## config.mk

```make
export PLATFORM = sky130hd
export DESIGN_NAME = probe_capture_serial_readout
export DESIGN_NICKNAME = d
export VERILOG_FILES = /design/src/pkg/probe_capture_pkg.sv /design/src/core/probe_capture_serial_readout.sv
export SDC_FILE = /design/constraint.sdc
export NUM_CORES = 1
export LEC_CHECK = 0
export BUFFER_PORTS_ARGS = -buffer_cell sky130_fd_sc_hd__buf_4
export CORE_ASPECT_RATIO = 1.5
export CORE_MARGIN = 5
export CORE_UTILIZATION = 60
export CTS_CLUSTER_SIZE = 14
export DETAILED_ROUTE_END_ITERATION = 10
export HOLD_SLACK_MARGIN = 0.05
export PLACE_DENSITY = 0.74
export SKIP_CTS_REPAIR_TIMING = 1
export SYNTH_ARGS = -nofsm -noshare
export SYNTH_HDL_FRONTEND = slang
export SYNTH_HIERARCHICAL = 1
export SYNTH_SLANG_ARGS = --single-unit
```

## constraint.sdc

```tcl
create_clock -name clock -period 3.6 [get_ports clock]
set_clock_uncertainty 0.2 [all_clocks]
set_input_delay 0.72 -clock clock [delete_from_list [all_inputs] [get_ports clock]]
set_output_delay 0.72 -clock clock [all_outputs]
set_load 0.02 [all_outputs]
```

## src/pkg/probe_capture_pkg.sv

```systemverilog
// Shared constants and types of the probe capture serial readout.
// Assumes a single clock domain and a synchronous active-low reset.
package probe_capture_pkg;

    // ****************************************************************
    // Widths and depths
    // ****************************************************************
    localparam int unsigned DATA_W     = 24;
    localparam int unsigned FIFO_DEPTH = 32;

    // ****************************************************************
    // Channel numbers and reset values
    // ****************************************************************
    localparam logic [1:0] CHAN_ZERO  = 2'h0;
    localparam logic [1:0] CHAN_ONE   = 2'h1;
    localparam logic [1:0] CHAN_TWO   = 2'h2;
    localparam logic       ENABLE_RST = 1'h0;
    localparam logic [DATA_W-1:0] CAPTURE_RST = 24'h00_0000;

    // ****************************************************************
    // Types
    // ****************************************************************
    typedef struct packed {
        logic [1:0]        chan;
        logic              nErr;
        logic              nWarn;
        logic [DATA_W-1:0] data;
    } chan_word_s;

    localparam int unsigned WORD_W = $bits(chan_word_s);

    typedef enum logic [3:0] {
        ST_IDLE = 4'b0001,
        ST_CH0  = 4'b0010,
        ST_CH1  = 4'b0100,
        ST_CH2  = 4'b1000
    } frame_state_e;

endpackage

```

## src/core/probe_capture_serial_readout.sv

```systemverilog
// Probe capture bookkeeping and sensor-data frame builder, with its FIFO.
// Assumes counter value, commands and config come from logic on clock;
// only the probe trigger pin is asynchronous.
`timescale 1ns/1ps
`default_nettype none

// ********************************************************************
// Word FIFO with registered head
// ********************************************************************
module word_fifo #(
    parameter int unsigned WIDTH = 28,
    parameter int unsigned DEPTH = 32
) (
    input  wire logic             clock,
    input  wire logic             nrst,
    input  wire logic             inValid,
    output logic                  inReady,
    input  wire logic [WIDTH-1:0] inData,
    output logic                  outValid,
    input  wire logic             outReady,
    output logic      [WIDTH-1:0] outData
);
    localparam int unsigned AW = $clog2(DEPTH);
    localparam int unsigned CW = $clog2(DEPTH + 1);

    logic [WIDTH-1:0] mem [DEPTH];
    logic [AW-1:0]    wrPtr_q;
    logic [AW-1:0]    rdPtr_q;
    logic [CW-1:0]    count_q;
    logic             push;
    logic             loadHead;

    assign inReady  = (count_q != CW'(DEPTH));
    assign push     = inValid && inReady;
    assign loadHead = (count_q != '0) && (!outValid || outReady);

    always_ff @(posedge clock) begin
        if (push) begin
            mem[wrPtr_q] <= inData;
        end
    end

    always_ff @(posedge clock) begin
        if (!nrst) begin
            wrPtr_q  <= '0;
            rdPtr_q  <= '0;
            count_q  <= '0;
            outValid <= 1'b0;
            outData  <= '0;
        end else begin
            wrPtr_q <= push ? AW'(wrPtr_q + 1'b1) : wrPtr_q;
            rdPtr_q <= loadHead ? AW'(rdPtr_q + 1'b1) : rdPtr_q;
            count_q <= CW'(count_q + CW'(push) - CW'(loadHead));
            if (loadHead) begin
                outData  <= mem[rdPtr_q];
                outValid <= 1'b1;
            end else if (outReady) begin
                outValid <= 1'b0;
            end
        end
    end
endmodule // word_fifo

// ********************************************************************
// Top: capture registers and frame builder
// ********************************************************************
module probe_capture_serial_readout (
    input  wire logic                                clock,
    input  wire logic                                nrst,
    input  wire logic                                probeTriggerPin,
    input  wire logic                                probeCaptureCmd,
    input  wire logic [probe_capture_pkg::DATA_W-1:0] counterZero,
    input  wire logic [probe_capture_pkg::DATA_W-1:0] updValue,
    input  wire logic                                updValidN,
    input  wire logic                                abErrN,
    input  wire logic                                counterErrN,
    input  wire logic                                counterWarnN,
    input  wire logic                                channel1Enable,
    input  wire logic                                channel2Enable,
    input  wire logic                                channel1ContentSelect,
    input  wire logic                                channel2ContentSelect,
    input  wire logic                                statusRead,
    input  wire logic                                frameReq,
    output logic                                     frameBusy,
    output logic                                     captureValid,
    output logic                                     outValid,
    input  wire logic                                outReady,
    output probe_capture_pkg::chan_word_s            outWord
);
    localparam int unsigned DW = probe_capture_pkg::DATA_W;

    function automatic logic [DW-1:0] to_gray(input logic [DW-1:0] b);
        return b ^ (b >> 1);
    endfunction

    logic                              pinMeta_q;
    logic                              pinSync_q;
    logic                              pinPrev_q;
    logic [2:0]                        pinArm_q;
    logic                              en1_q;
    logic                              en2_q;
    logic [DW-1:0]                     firstCap_q;
    logic [DW-1:0]                     secondCap_q;
    logic                              fromPin_q;
    probe_capture_pkg::frame_state_e   state_q;
    probe_capture_pkg::frame_state_e   state_d;
    probe_capture_pkg::chan_word_s     word;
    logic                              fifoReady;
    logic                              pushWord;
    logic                              pinEdge;
    logic                              capture;
    logic                              ch1ReadsCapture;
    logic                              clearValid;

    // ****************************************************************
    // Trigger sources and capture
    // ****************************************************************
    // Both pin edges capture; ignored until the synchroniser has
    // refilled after reset, so an idle-high pin fakes no edge
    assign pinEdge = pinArm_q[2] && (pinSync_q ^ pinPrev_q);
    assign capture = pinEdge || probeCaptureCmd;

    assign ch1ReadsCapture = pushWord && (state_q == probe_capture_pkg::ST_CH1)
                             && channel1ContentSelect;
    assign clearValid = statusRead || ch1ReadsCapture;

    always_ff @(posedge clock) begin
        if (!nrst) begin
            pinMeta_q    <= 1'b0;
            pinSync_q    <= 1'b0;
            pinPrev_q    <= 1'b0;
            pinArm_q     <= 3'h0;
            en1_q        <= probe_capture_pkg::ENABLE_RST;
            en2_q        <= probe_capture_pkg::ENABLE_RST;
            firstCap_q   <= probe_capture_pkg::CAPTURE_RST;
            secondCap_q  <= probe_capture_pkg::CAPTURE_RST;
            fromPin_q    <= 1'b0;
            captureValid <= 1'b0;
        end else begin
            pinMeta_q <= probeTriggerPin;
            pinSync_q <= pinMeta_q;
            pinPrev_q <= pinSync_q;
            pinArm_q  <= {pinArm_q[1:0], 1'b1};
            en1_q     <= channel1Enable;
            en2_q     <= channel2Enable;
            if (capture) begin
                firstCap_q  <= counterZero;
                secondCap_q <= firstCap_q;
                fromPin_q   <= pinEdge;
            end
            // A capture in the clearing cycle wins
            captureValid <= capture || (captureValid && !clearValid);
        end
    end

    // ****************************************************************
    // Frame sequencing
    // ****************************************************************
    assign pushWord = !state_q[0] && fifoReady;

    always_comb begin
        state_d = state_q;
        case (state_q)
            probe_capture_pkg::ST_IDLE: begin
                if (frameReq) state_d = probe_capture_pkg::ST_CH0;
            end
            probe_capture_pkg::ST_CH0: begin
                if (pushWord) begin
                    state_d = en1_q ? probe_capture_pkg::ST_CH1
                            : en2_q ? probe_capture_pkg::ST_CH2
                            : probe_capture_pkg::ST_IDLE;
                end
            end
            probe_capture_pkg::ST_CH1: begin
                if (pushWord) begin
                    state_d = en2_q ? probe_capture_pkg::ST_CH2
                            : probe_capture_pkg::ST_IDLE;
                end
            end
            probe_capture_pkg::ST_CH2: begin
                if (pushWord) state_d = probe_capture_pkg::ST_IDLE;
            end
            default: state_d = probe_capture_pkg::ST_IDLE;
        endcase
    end

    always_ff @(posedge clock) begin
        if (!nrst) begin
            state_q   <= probe_capture_pkg::ST_IDLE;
            frameBusy <= 1'b0;
        end else begin
            state_q   <= state_d;
            frameBusy <= (state_d != probe_capture_pkg::ST_IDLE);
        end
    end

    // ****************************************************************
    // Channel word contents
    // ****************************************************************
    always_comb begin
        word.chan  = probe_capture_pkg::CHAN_ZERO;
        // Counter sampled as-is; flicker near a carry can glitch
        word.data  = counterZero;
        word.nErr  = counterErrN;
        word.nWarn = counterWarnN;
        case (state_q)
            probe_capture_pkg::ST_CH1: begin
                word.chan = probe_capture_pkg::CHAN_ONE;
                word.nErr = abErrN;
                if (channel1ContentSelect) begin
                    word.data  = firstCap_q;
                    // Captures without a pin edge in their cycle never report valid here
                    word.nWarn = !(captureValid && fromPin_q);
                end else begin
                    word.data  = updValue;
                    word.nWarn = updValidN;
                end
            end
            probe_capture_pkg::ST_CH2: begin
                word.chan  = probe_capture_pkg::CHAN_TWO;
                word.nErr  = abErrN;
                word.data  = to_gray(channel2ContentSelect ?
                                     secondCap_q : firstCap_q);
                word.nWarn = !captureValid;
            end
            default: word.chan = probe_capture_pkg::CHAN_ZERO;
        endcase
    end

    word_fifo #(
        .WIDTH (probe_capture_pkg::WORD_W),
        .DEPTH (probe_capture_pkg::FIFO_DEPTH)
    ) u_fifo (
        .clock    (clock),
        .nrst     (nrst),
        .inValid  (!state_q[0]),
        .inReady  (fifoReady),
        .inData   (word),
        .outValid (outValid),
        .outReady (outReady),
        .outData  (outWord)
    );
endmodule // probe_capture_serial_readout

`default_nettype wire

```

==> results of run 1 <==
[Yosys cell counts, types with 2 or more instances]
cell type / n
nand2_1: 60
nor2_1: 56
o21a_1: 3
a22oi_1: 27
xnor2_1: 31
o221ai_1: 52
nand3b_1: 4
mux4_2: 168
dfxtp_1: 108
buf_6: 10
buf_4: 20
edfxtp_1: 896
a2111oi_1: 3
o21ai_0: 51
clkbuf_1: 76
ha_1: 14
a2111oi_2: 24
nor3b_1: 3
nand4_1: 3
nand3_1: 51
or4b_1: 2
nor4bb_1: 2
nor2b_1: 12
o22ai_1: 27
a21oi_1: 78
clkbuf_2: 2
mux2i_1: 152
nand2b_1: 4
a21o_1: 2
xor2_1: 18
or3b_2: 2
buf_2: 19
buf_1: 9
a22o_1: 55
nor3_1: 4
and2_1: 18
or3_1: 3
inv_1: 17
[metal layers]
layer  routed length (um)  part of all wire [%]  vias to the layer above
met3                 7680                   8.4                      171
met2                47700                    52                      990
met1                33100                    36                    10657
met4                 3060                   3.3                        0
met5                    0                     0                        -
li1                     -                     -                     8864
[registers in the layout, indices dropped and copies added, names as in the netlist, 3 cells and up]
signal,flops
firstCap_q,24
pinArm_q,3
secondCap_q,24
state_q,4
u_fifo/count_q,6
u_fifo/mem,896
u_fifo/outData,28
u_fifo/rdPtr_q,5
u_fifo/wrPtr_q,5
[layout make-up]
| class | instances | area (um2) |
|---|---|---|
| Clock buffer | 133 | 2540 |
| Clock inverter | 35 | 284 |
| Fill cell | 4105 | 20500 |
| Inverter | 17 | 63.8 |
| Multi-Input combinational cell | 946 | 9980 |
| Sequential cell | 1004 | 29100 |
| Tap cell | 877 | 1100 |
| Timing Repair Buffer | 194 | 1740 |
[worst min-delay path, stage by stage]
cell and delay, ns:
buf_4 0.08, nand3_1 0.05, o21ai_0 0.06
[where the power goes]
part           switching [uW]  internal, uW
Sequential                266         13000
Combinational            3180          2830
Clock                    4060          5120
Total                    7500         20900
[worst max path at each step]
stage	start	to	slack, ns
after floorplan	u_fifo/count_q[2]	u_fifo/mem[15][0]	0.42
after global placement	outReady	u_fifo/count_q[4]	0.57
after detailed placement	channel2ContentSelect	u_fifo/mem[29][14]	0.52
after CTS	state_q[2]	u_fifo/mem[25][14]	0.48
after global routing	u_fifo/count_q[4]	u_fifo/count_q[4]	0.33
final	u_fifo/count_q[4]	u_fifo/count_q[4]	0.62
[kinds of logic after synthesis]
family	share of synthesized area, %
multiplexers	13.5
XOR/XNOR	1.09
adder cells (fa/ha/maj)	0.496
AO/OA/AOI/OAI	6.27
buffers and inverters	1.96
flip-flops	73.9
AND/OR/NAND/NOR	2.81
[per-stage QoR]
| step | total power [uW] | util (%) | instances |
|---|---|---|---|
| floorplan | 17900 | - | 2104 |
| global placement | 19400 | 64.2 | 3037 |
| detailed placement | 19500 | 64.2 | 3037 |
| CTS | 28600 | 68.5 | 3205 |
| global route | 29500 | 68.6 | 3206 |
| finish | 28400 | 68.6 | 3206 |
==> results.md, run 1 <==
* EDFF count, synth at 896
* Worst hold path type: input pin to flop
* Most used cell, CP: inv_1
* Final hold viol count at 0
* Setup TNS at 0 ns
* Nature of the critical path startpoint: flop
* Row cnt at 115
* Port bufs at 93
* Met1 usage at 33.8%
* Synth cell types at 56
* Crit. End Element: flop
* Worst Tran Pin Value at 1.18 ns
* Synth warn at 6
* Slew margin rel. at 21.1%
* R2R depth at 16
* Crit-path max cell delay at 0.43 ns
* Via density at 6.45
* I/O pin count at 94
* Die height at 324 um
* Peak VDD IR at 0.000406 V
* Syn nets at 2182
* Mapped Cells at 2104
* CTS HTree Levels at 3
* Slowest-stage cell, CP: fa_1
* CTS tree: done
* Clk sinks at 1004
* Max_cap viols at 0
* Seq/Total Area, Yosys at 73.9%
* DRT Wirelength at 91600 um
* Routed WL per cell at 28.6 um
* TritonCTS Buffers at 90
* Syn-to-layout area delta at 13.8%
* Final worst slack at 0.619 ns
* DPL Wire Length at 53000 um
* Mean area per synthesized cell at 18.7 um2
* Commonest non-fill, non-tap cells in the layout: edfxtp_1 (896), buf_4 (171), mux4_2 (168)
* PD cells at 635 nW/um2
* Busiest grt layer: met2
* CP Cell Sequence: inv_1 > ha_1 > nor4bb_1 > nor2b_1 > buf_4 > inv_1 > ha_1 > inv_1 > ha_1 > inv_1 > fa_1 > inv_1 > a21oi_1 > nor2_1 > o21ai_0 > and3_1
* Core area at 65300 um2
* Reg2Reg Setup Slack at 0.62 ns
* Vias at 20682
* Clock slew at reported path FFs at 0.06 ns
* GR met2 Demand/Resource at 45.8%
* WHS at 0.0922 ns
* Final Max Tran Viols at 0
* NumNets Final at 2331
* Synth area leaders: edfxtp_1 (68%), mux4_2 (9.6%), dfxtp_1 (5.5%), mux2i_1 (3.9%), a22o_1 (1.2%)
* Worst Hold Path EP: firstCap_q[1]
* Leakage at 0.0146 uW
* Minimum clock period at 2.98 ns
* RSZ-0062 raised after global routing: no
* Synth async-reset ratio at 0%
* Global Route Usage Sum at 26.4%
* Status: complete, no violations
* Die footprint at 70900 um2
* Starting Density at 60.2%
* Vias in the first global route at 21781
* Syn Std Cell Area at 39400 um2
* Placed cell area at 41900 um2
* Worst Path Class, Setup: flop to flop
* FF-to-FF Start: u_fifo/count_q[4]
* Delay-heaviest family, CP: adder cells
* Most common cell after layout, fill and taps aside: edfxtp_1
* #FFs+latches synth at 1004
* Finished Cell Area at 44800 um2
* Setup violators final at 0
* Initial antenna violation count at 0
* Pre-antenna DRT Iters at 5
* Synth Flop Type: edfxtp_1
* Worst Path Buf+Inv at 6
* Hold Crit Start: counterZero[1]
* Dpl ws at 0.521 ns
* GRT overflow at 0
* Fraction of layout cells with a size suffix above 1 at 25.0%
* Worst hold stages at 3
* Global-route wire length before repair at 138000 um
* Fmax at 335 MHz
* Final ANT Viol Nets at 0
* Worst R2R End: u_fifo/count_q[4]
* ANT cells at 0
* Levels on crit path at 16
* Critical path peak fanout at 8
* CTS Root Cell: clkbuf_16
* 1st-iter DRT viols at 2039
* Clk_lat worst skew at 0.65 ns
* Top cell type's share of synthesized area at 68.4%
* Residual DRC at 0
* CP Data Required Time at 3.93 ns
* Met3 global-route usage at 5.00%
* Clk buf depth at 3
* Placer Congestion at 0.808
* Yosys top cell by area: edfxtp_1
* Final period utilization at 82.8%
* Worst Path Arrival at 3.31 ns
* Largest net degree at the start of global routing at 64
* Die Width at 219 um
(Power assumes the default switching activity.)
==> run 2: changes to the inputs <==
--- a/config.mk
+++ b/config.mk
@@ -8,11 +8,11 @@
 export BUFFER_PORTS_ARGS = -buffer_cell sky130_fd_sc_hd__buf_4
 export CORE_ASPECT_RATIO = 1.5
 export CORE_MARGIN = 5
-export CORE_UTILIZATION = 60
+export CORE_UTILIZATION = 56
 export CTS_CLUSTER_SIZE = 14
 export DETAILED_ROUTE_END_ITERATION = 10
 export HOLD_SLACK_MARGIN = 0.05
-export PLACE_DENSITY = 0.74
+export PLACE_DENSITY = 0.72
 export SKIP_CTS_REPAIR_TIMING = 1
 export SYNTH_ARGS = -nofsm -noshare
 export SYNTH_HDL_FRONTEND = slang
==> constraint.sdc (replaced) <==
create_clock -name clock -period 2.5 [get_ports clock]
set_clock_uncertainty 0.2 [all_clocks]
set_input_delay 0.5 -clock clock [delete_from_list [all_inputs] [get_ports clock]]
set_output_delay 0.5 -clock clock [all_outputs]
set_load 0.02 [all_outputs]
==> run 2 against run 1 <==
The flow now finishes with violations (setup timing). Design area is 6.3% higher. Clock power up 39%. Sequential share of layout area shrank 3.8 points. Largest cell class unchanged.
==> results.md, run 2 (synthesis results as in run 1) <==
* Final ANT Viol Nets at 0
* 1st-iter DRT viols at 2146
* Fraction of layout cells with a size suffix above 1 at 29.9%
* Commonest non-fill, non-tap cells in the layout: edfxtp_1 (896), buf_4 (184), mux4_2 (168)
* Fmax at 368 MHz
* Vias at 21542
* CTS tree: done
* NumNets Final at 2478
* PD cells at 905 nW/um2
* ANT cells at 0
* Syn-to-layout area delta at 20.9%
* Nature of the critical path startpoint: flop
* Worst hold stages at 2
* Core area at 70000 um2
* RSZ-0062 raised after global routing: yes
* Residual DRC at 0
* Clk_lat worst skew at 0.66 ns
* CTS Root Cell: clkbuf_16
* Crit. End Element: flop
* Die height at 335 um
* Clk buf depth at 3
* Setup violators final at 11
* Most common cell after layout, fill and taps aside: edfxtp_1
* I/O pin count at 94
* R2R depth at 15
* Status: finished with violations
* Failing checks: setup timing
* Global-route wire length before repair at 140000 um
* Number of flip-flops under the largest register name at 896
* Row cnt at 119
* Biggest register: u_fifo/mem
* Worst Path Arrival at 3.06 ns
* Max_cap viols at 0
* Worst R2R End: u_fifo/count_q[4]
* DRT Wirelength at 98500 um
* Vias in the first global route at 21916
* Minimum clock period at 2.72 ns
* Die Width at 226 um
* GRT overflow at 0
* Dpl ws at -0.302 ns
* Peak VDD IR at 0.000545 V
* Starting Density at 56.2%
* Die footprint at 75800 um2
* Clk sinks at 1004
* Worst Hold Path EP: u_fifo/wrPtr_q[4]
* FF-to-FF Start: u_fifo/count_q[4]
* Final hold viol count at 0
* Leakage at 0.0156 uW
* DPL Wire Length at 56800 um
* Final Max Tran Viols at 0
* Critical path peak fanout at 3
* Worst Tran Pin Value at 0.863 ns
* CP Data Required Time at 2.84 ns
* Biggest regs: u_fifo/mem (896), u_fifo/outData (28)
* Clock slew at reported path FFs at 0.06 ns
* Final Core Density at 68.0%
* Worst Path Class, Setup: flop to flop
* TritonCTS Buffers at 88
* CTS HTree Levels at 3
* Pre-antenna DRT Iters at 5
* Global Route Usage Sum at 25.2%
* Routed WL per cell at 29.1 um
* Hold Crit Start: nrst
* Port bufs at 93
* Fillers at 4329
* Slew margin rel. at 42.4%
* Via density at 6.37
* Reg2Reg Setup Slack at -0.22 ns
* Placer Congestion at 0.802
* Largest net degree at the start of global routing at 81
* Worst hold path type: input pin to flop
* Final period utilization at 109%
* Initial antenna violation count at 0
* Final worst slack at -0.217 ns
-- run 2: changes by cell type in the layout (fill, tap and decap cells not counted), sizes merged --
cell	delta
buf	+112
bufinv	-3
clkbuf	+15
clkinv	-10
clkinvlp	+1
dlygate4sd3	+30
inv	-1
-- run 2: routing by layer --
layer  wire (um)  global-route usage (%)  vias to the layer above
li1            -                       -                     9164
met1       34800                    32.4                    11082
met2       51900                    43.3                     1108
met3        8250                    4.69                      188
met4        3570                    9.13                        0
met5           0                       0                        -
-- run 2: metrics by stage --
step	std cells	setup TNS (ns)	power [uW]	cell area, um2	hold slack (ns)
floorplan	2104	-163.48	25800	39700	0.212
global placement	3158	-0.419	28900	43700	0.224
detailed placement	3158	-1.08	29100	43700	0.221
CTS	3321	-1.51	41700	46400	-0.182
global route	3380	-1.98	44600	47600	0.0574
finish	3380	-0.707	43100	47600	0.0588
-- run 2: final cells by class --
class	instances	area, um2	area share (%)
timing repair buffer	343	4180	8.79
clock buffer	141	2490	5.24
inverter	17	71.3	0.150
sequential	1004	29100	61.1
tap	907	1130	2.38
clock inverter	22	169	0.355
multi-input combinational	946	10500	22.0
-- run 2: worst max path at each step --
| stage | endpoint | startpoint | cells after the start | slack, ns |
|---|---|---|---|---|
| finish | u_fifo/count_q[4] | u_fifo/count_q[4] | 15 | -0.22 |
| global route | u_fifo/count_q[4] | u_fifo/count_q[4] | 14 | -0.27 |
| CTS | u_fifo/count_q[4] | u_fifo/count_q[4] | 15 | -0.31 |
| detailed placement | u_fifo/count_q[4] | u_fifo/count_q[4] | 15 | -0.30 |
| global placement | u_fifo/count_q[4] | outReady | 13 | -0.21 |
| floorplan | u_fifo/count_q[4] | u_fifo/count_q[3] | 15 | -0.15 |
-- run 2: worst max-delay path, stage by stage (launching register included) --
cell and delay [ns]:
dfxtp_2 0.34, inv_2 0.06, ha_1 0.20, nor4bb_4 0.16
nor2b_2 0.16, inv_2 0.06, ha_4 0.25, inv_2 0.04
ha_4 0.16, inv_2 0.05, fa_2 0.21, inv_2 0.04
a21oi_2 0.13, nor2_1 0.06, or3_1 0.31, and3_1 0.17
-- run 2: report_power, final --
part	internal [uW]	switching, uW	leakage [uW]	total, uW
combinational	5790	5430	0.00534	11200
sequential	18700	371	0.00902	19100
clock	6880	5900	0.00128	12800
==> run 3: changes to the inputs <==
--- a/config.mk
+++ b/config.mk
@@ -8,11 +8,11 @@
 export BUFFER_PORTS_ARGS = -buffer_cell sky130_fd_sc_hd__buf_4
 export CORE_ASPECT_RATIO = 1.5
 export CORE_MARGIN = 5
-export CORE_UTILIZATION = 56
+export CORE_UTILIZATION = 55
 export CTS_CLUSTER_SIZE = 14
 export DETAILED_ROUTE_END_ITERATION = 10
 export HOLD_SLACK_MARGIN = 0.05
-export PLACE_DENSITY = 0.72
+export PLACE_DENSITY = 0.71
 export SKIP_CTS_REPAIR_TIMING = 1
 export SYNTH_ARGS = -nofsm -noshare
 export SYNTH_HDL_FRONTEND = slang
==> run 3 against run 2 <==
The flow still finishes with violations (setup timing). Clock power is 7% higher. Largest cell class unchanged. Highest routed layer unchanged. Via count shrank 0.30%. Combinational power rose by 4%.
==> results.md, run 3 (synthesis results as in run 1) <==
* Starting Density at 55.3%
* 1st-iter DRT viols at 2056
* Pint at 32600 uW
* Port bufs at 93
* Final hold viol count at 0
* Max_cap viols at 0
* Clk buf depth at 3
* Most used cell, CP: inv_2
* CTS HTree Levels at 3
* Gate power share at 26.3%
* Worst Path Class, Setup: flop to flop
* Routed WL per cell at 28.8 um
* Setup TNS at -1.02 ns
* Leakage at 0.0161 uW
* Number of flip-flops under the largest register name at 896
* Final Max Tran Viols at 0
* Setup violators final at 15
* PD cells at 918 nW/um2
* Biggest register: u_fifo/mem
* Sequential Power Share at 43.0%
* I/O pin count at 94
* Total power at 44400 uW
* Vias in the first global route at 22156
* Clk sinks at 1004
* Peak VDD IR at 0.000605 V
* Vias at 21477
* Fillers at 4508
* GRT overflow at 0
* Dpl ws at -0.248 ns
* Global-route wire length before repair at 142000 um
* Worst Tran Pin Value at 0.493 ns
* Fmax at 370 MHz
* Minimum clock period at 2.70 ns
* CP Data Required Time at 2.82 ns
* Syn-to-layout area delta at 22.9%
* Die footprint at 77100 um2
* Clock slew at reported path FFs at 0.06 ns
* Clock power share at 30.8%
* ANT cells at 0
* Initial antenna violation count at 0
* NumNets Final at 2520
* Nature of the critical path startpoint: flop
* Clk_lat worst skew at 0.65 ns
* Commonest non-fill, non-tap cells in the layout: edfxtp_1 (896), buf_4 (212), mux4_2 (168)
* FF/Latch Area at 29100 um2
* Core area at 71200 um2
* Crit. End Element: flop
* Die Width at 228 um
* Via density at 6.26
* Row cnt at 120
* Crit-path max cell delay at 0.34 ns
* Critical path peak fanout at 3
* Placer Congestion at 0.832
* Most common cell after layout, fill and taps aside: edfxtp_1
* Pre-antenna DRT Iters at 7
* Final ANT Viol Nets at 0
* Worst hold path type: input pin to flop
* Slowest-stage cell, CP: or3_1
* Biggest regs: u_fifo/mem (896), u_fifo/outData (28)
* WHS at 0.0465 ns
* CTS tree: done
* Global Route Usage Sum at 24.8%
* Switch share at 26.5%
* CP Cell Sequence: inv_2 > ha_1 > nor4bb_4 > nor2b_2 > inv_2 > ha_4 > inv_2 > ha_4 > inv_4 > fa_2 > inv_2 > a21oi_2 > nor2_1 > or3_1 > and3_1
* Largest net degree at the start of global routing at 87
* CTS Root Cell: clkbuf_16
* Worst Path Arrival at 3.02 ns
* Residual DRC at 0
* Slew margin rel. at 67.1%
* RSZ-0062 raised after global routing: yes
* Die height at 338 um
* Psw at 11800 uW
* Status: finished with violations
* Multi-input logic area at 10500 um2
* TritonCTS Buffers at 90
* DPL Wire Length at 59600 um
* DRT Wirelength at 98700 um
* Final period utilization at 108%
* Final worst slack at -0.203 ns
* Fraction of layout cells with a size suffix above 1 at 31.7%
* Failing checks: setup timing
[run 3: layout make-up]
cell class                      instances  share of cell area, %
Multi-Input combinational cell        946                   21.7
Sequential cell                      1004                   60.1
Inverter                               17                  0.153
Timing Repair Buffer                  383                   9.61
Clock inverter                         33                  0.784
Clock buffer                          135                   5.22
Tap cell                              915                   2.37
[run 3: worst paths after layout]
check / startpoint / to / slack [ns] / cells past startpoint
worst min-delay path: nrst / state_q[3] / 0.05 / 3
worst min register to register: pinArm_q[0] / pinArm_q[1] / 0.24 / 1
worst max register to register: u_fifo/count_q[4] / u_fifo/count_q[4] / -0.20 / 15
worst max-delay path: u_fifo/count_q[4] / u_fifo/count_q[4] / -0.20 / 15
[run 3: worst max-delay path, delay by kind of cell, from the launching register on]
| kind | cells | cell delay [ns] |
|---|---|---|
| AO/OA/AOI/OAI | 1 | 0.11 |
| AND/OR/NAND/NOR | 5 | 0.90 |
| adder cells (fa/ha/maj) | 4 | 0.83 |
| buffers and inverters | 5 | 0.24 |
| flip-flops | 1 | 0.32 |
[run 3: through the flow]
step / std cells / instance area [um2] / util [%]
finish: 3433 / 48400 / 68.0
floorplan: 2104 / 39700 / -
CTS: 3359 / 46900 / 65.9
detailed placement: 3191 / 44000 / 61.8
global placement: 3191 / 44000 / 61.8
global route: 3433 / 48400 / 68.0
[run 3: per-layer routing]
layer,up-vias,GRT usage (%),share of wire (%)
li1,9248,-,-
met1,11137,30.3,36
met2,936,46.0,55
met3,156,3.52,6.8
met4,0,7.74,2.8
met5,-,0,0
[run 3: power by group through the flow]
stage	registers [uW]	logic, uW	clock network (uW)
floorplan	19500	6330	0
global placement	19400	9590	0
detailed placement	19400	9790	0
CTS	19100	9850	13800
global route	19100	12300	14600
finish	19100	11700	13700
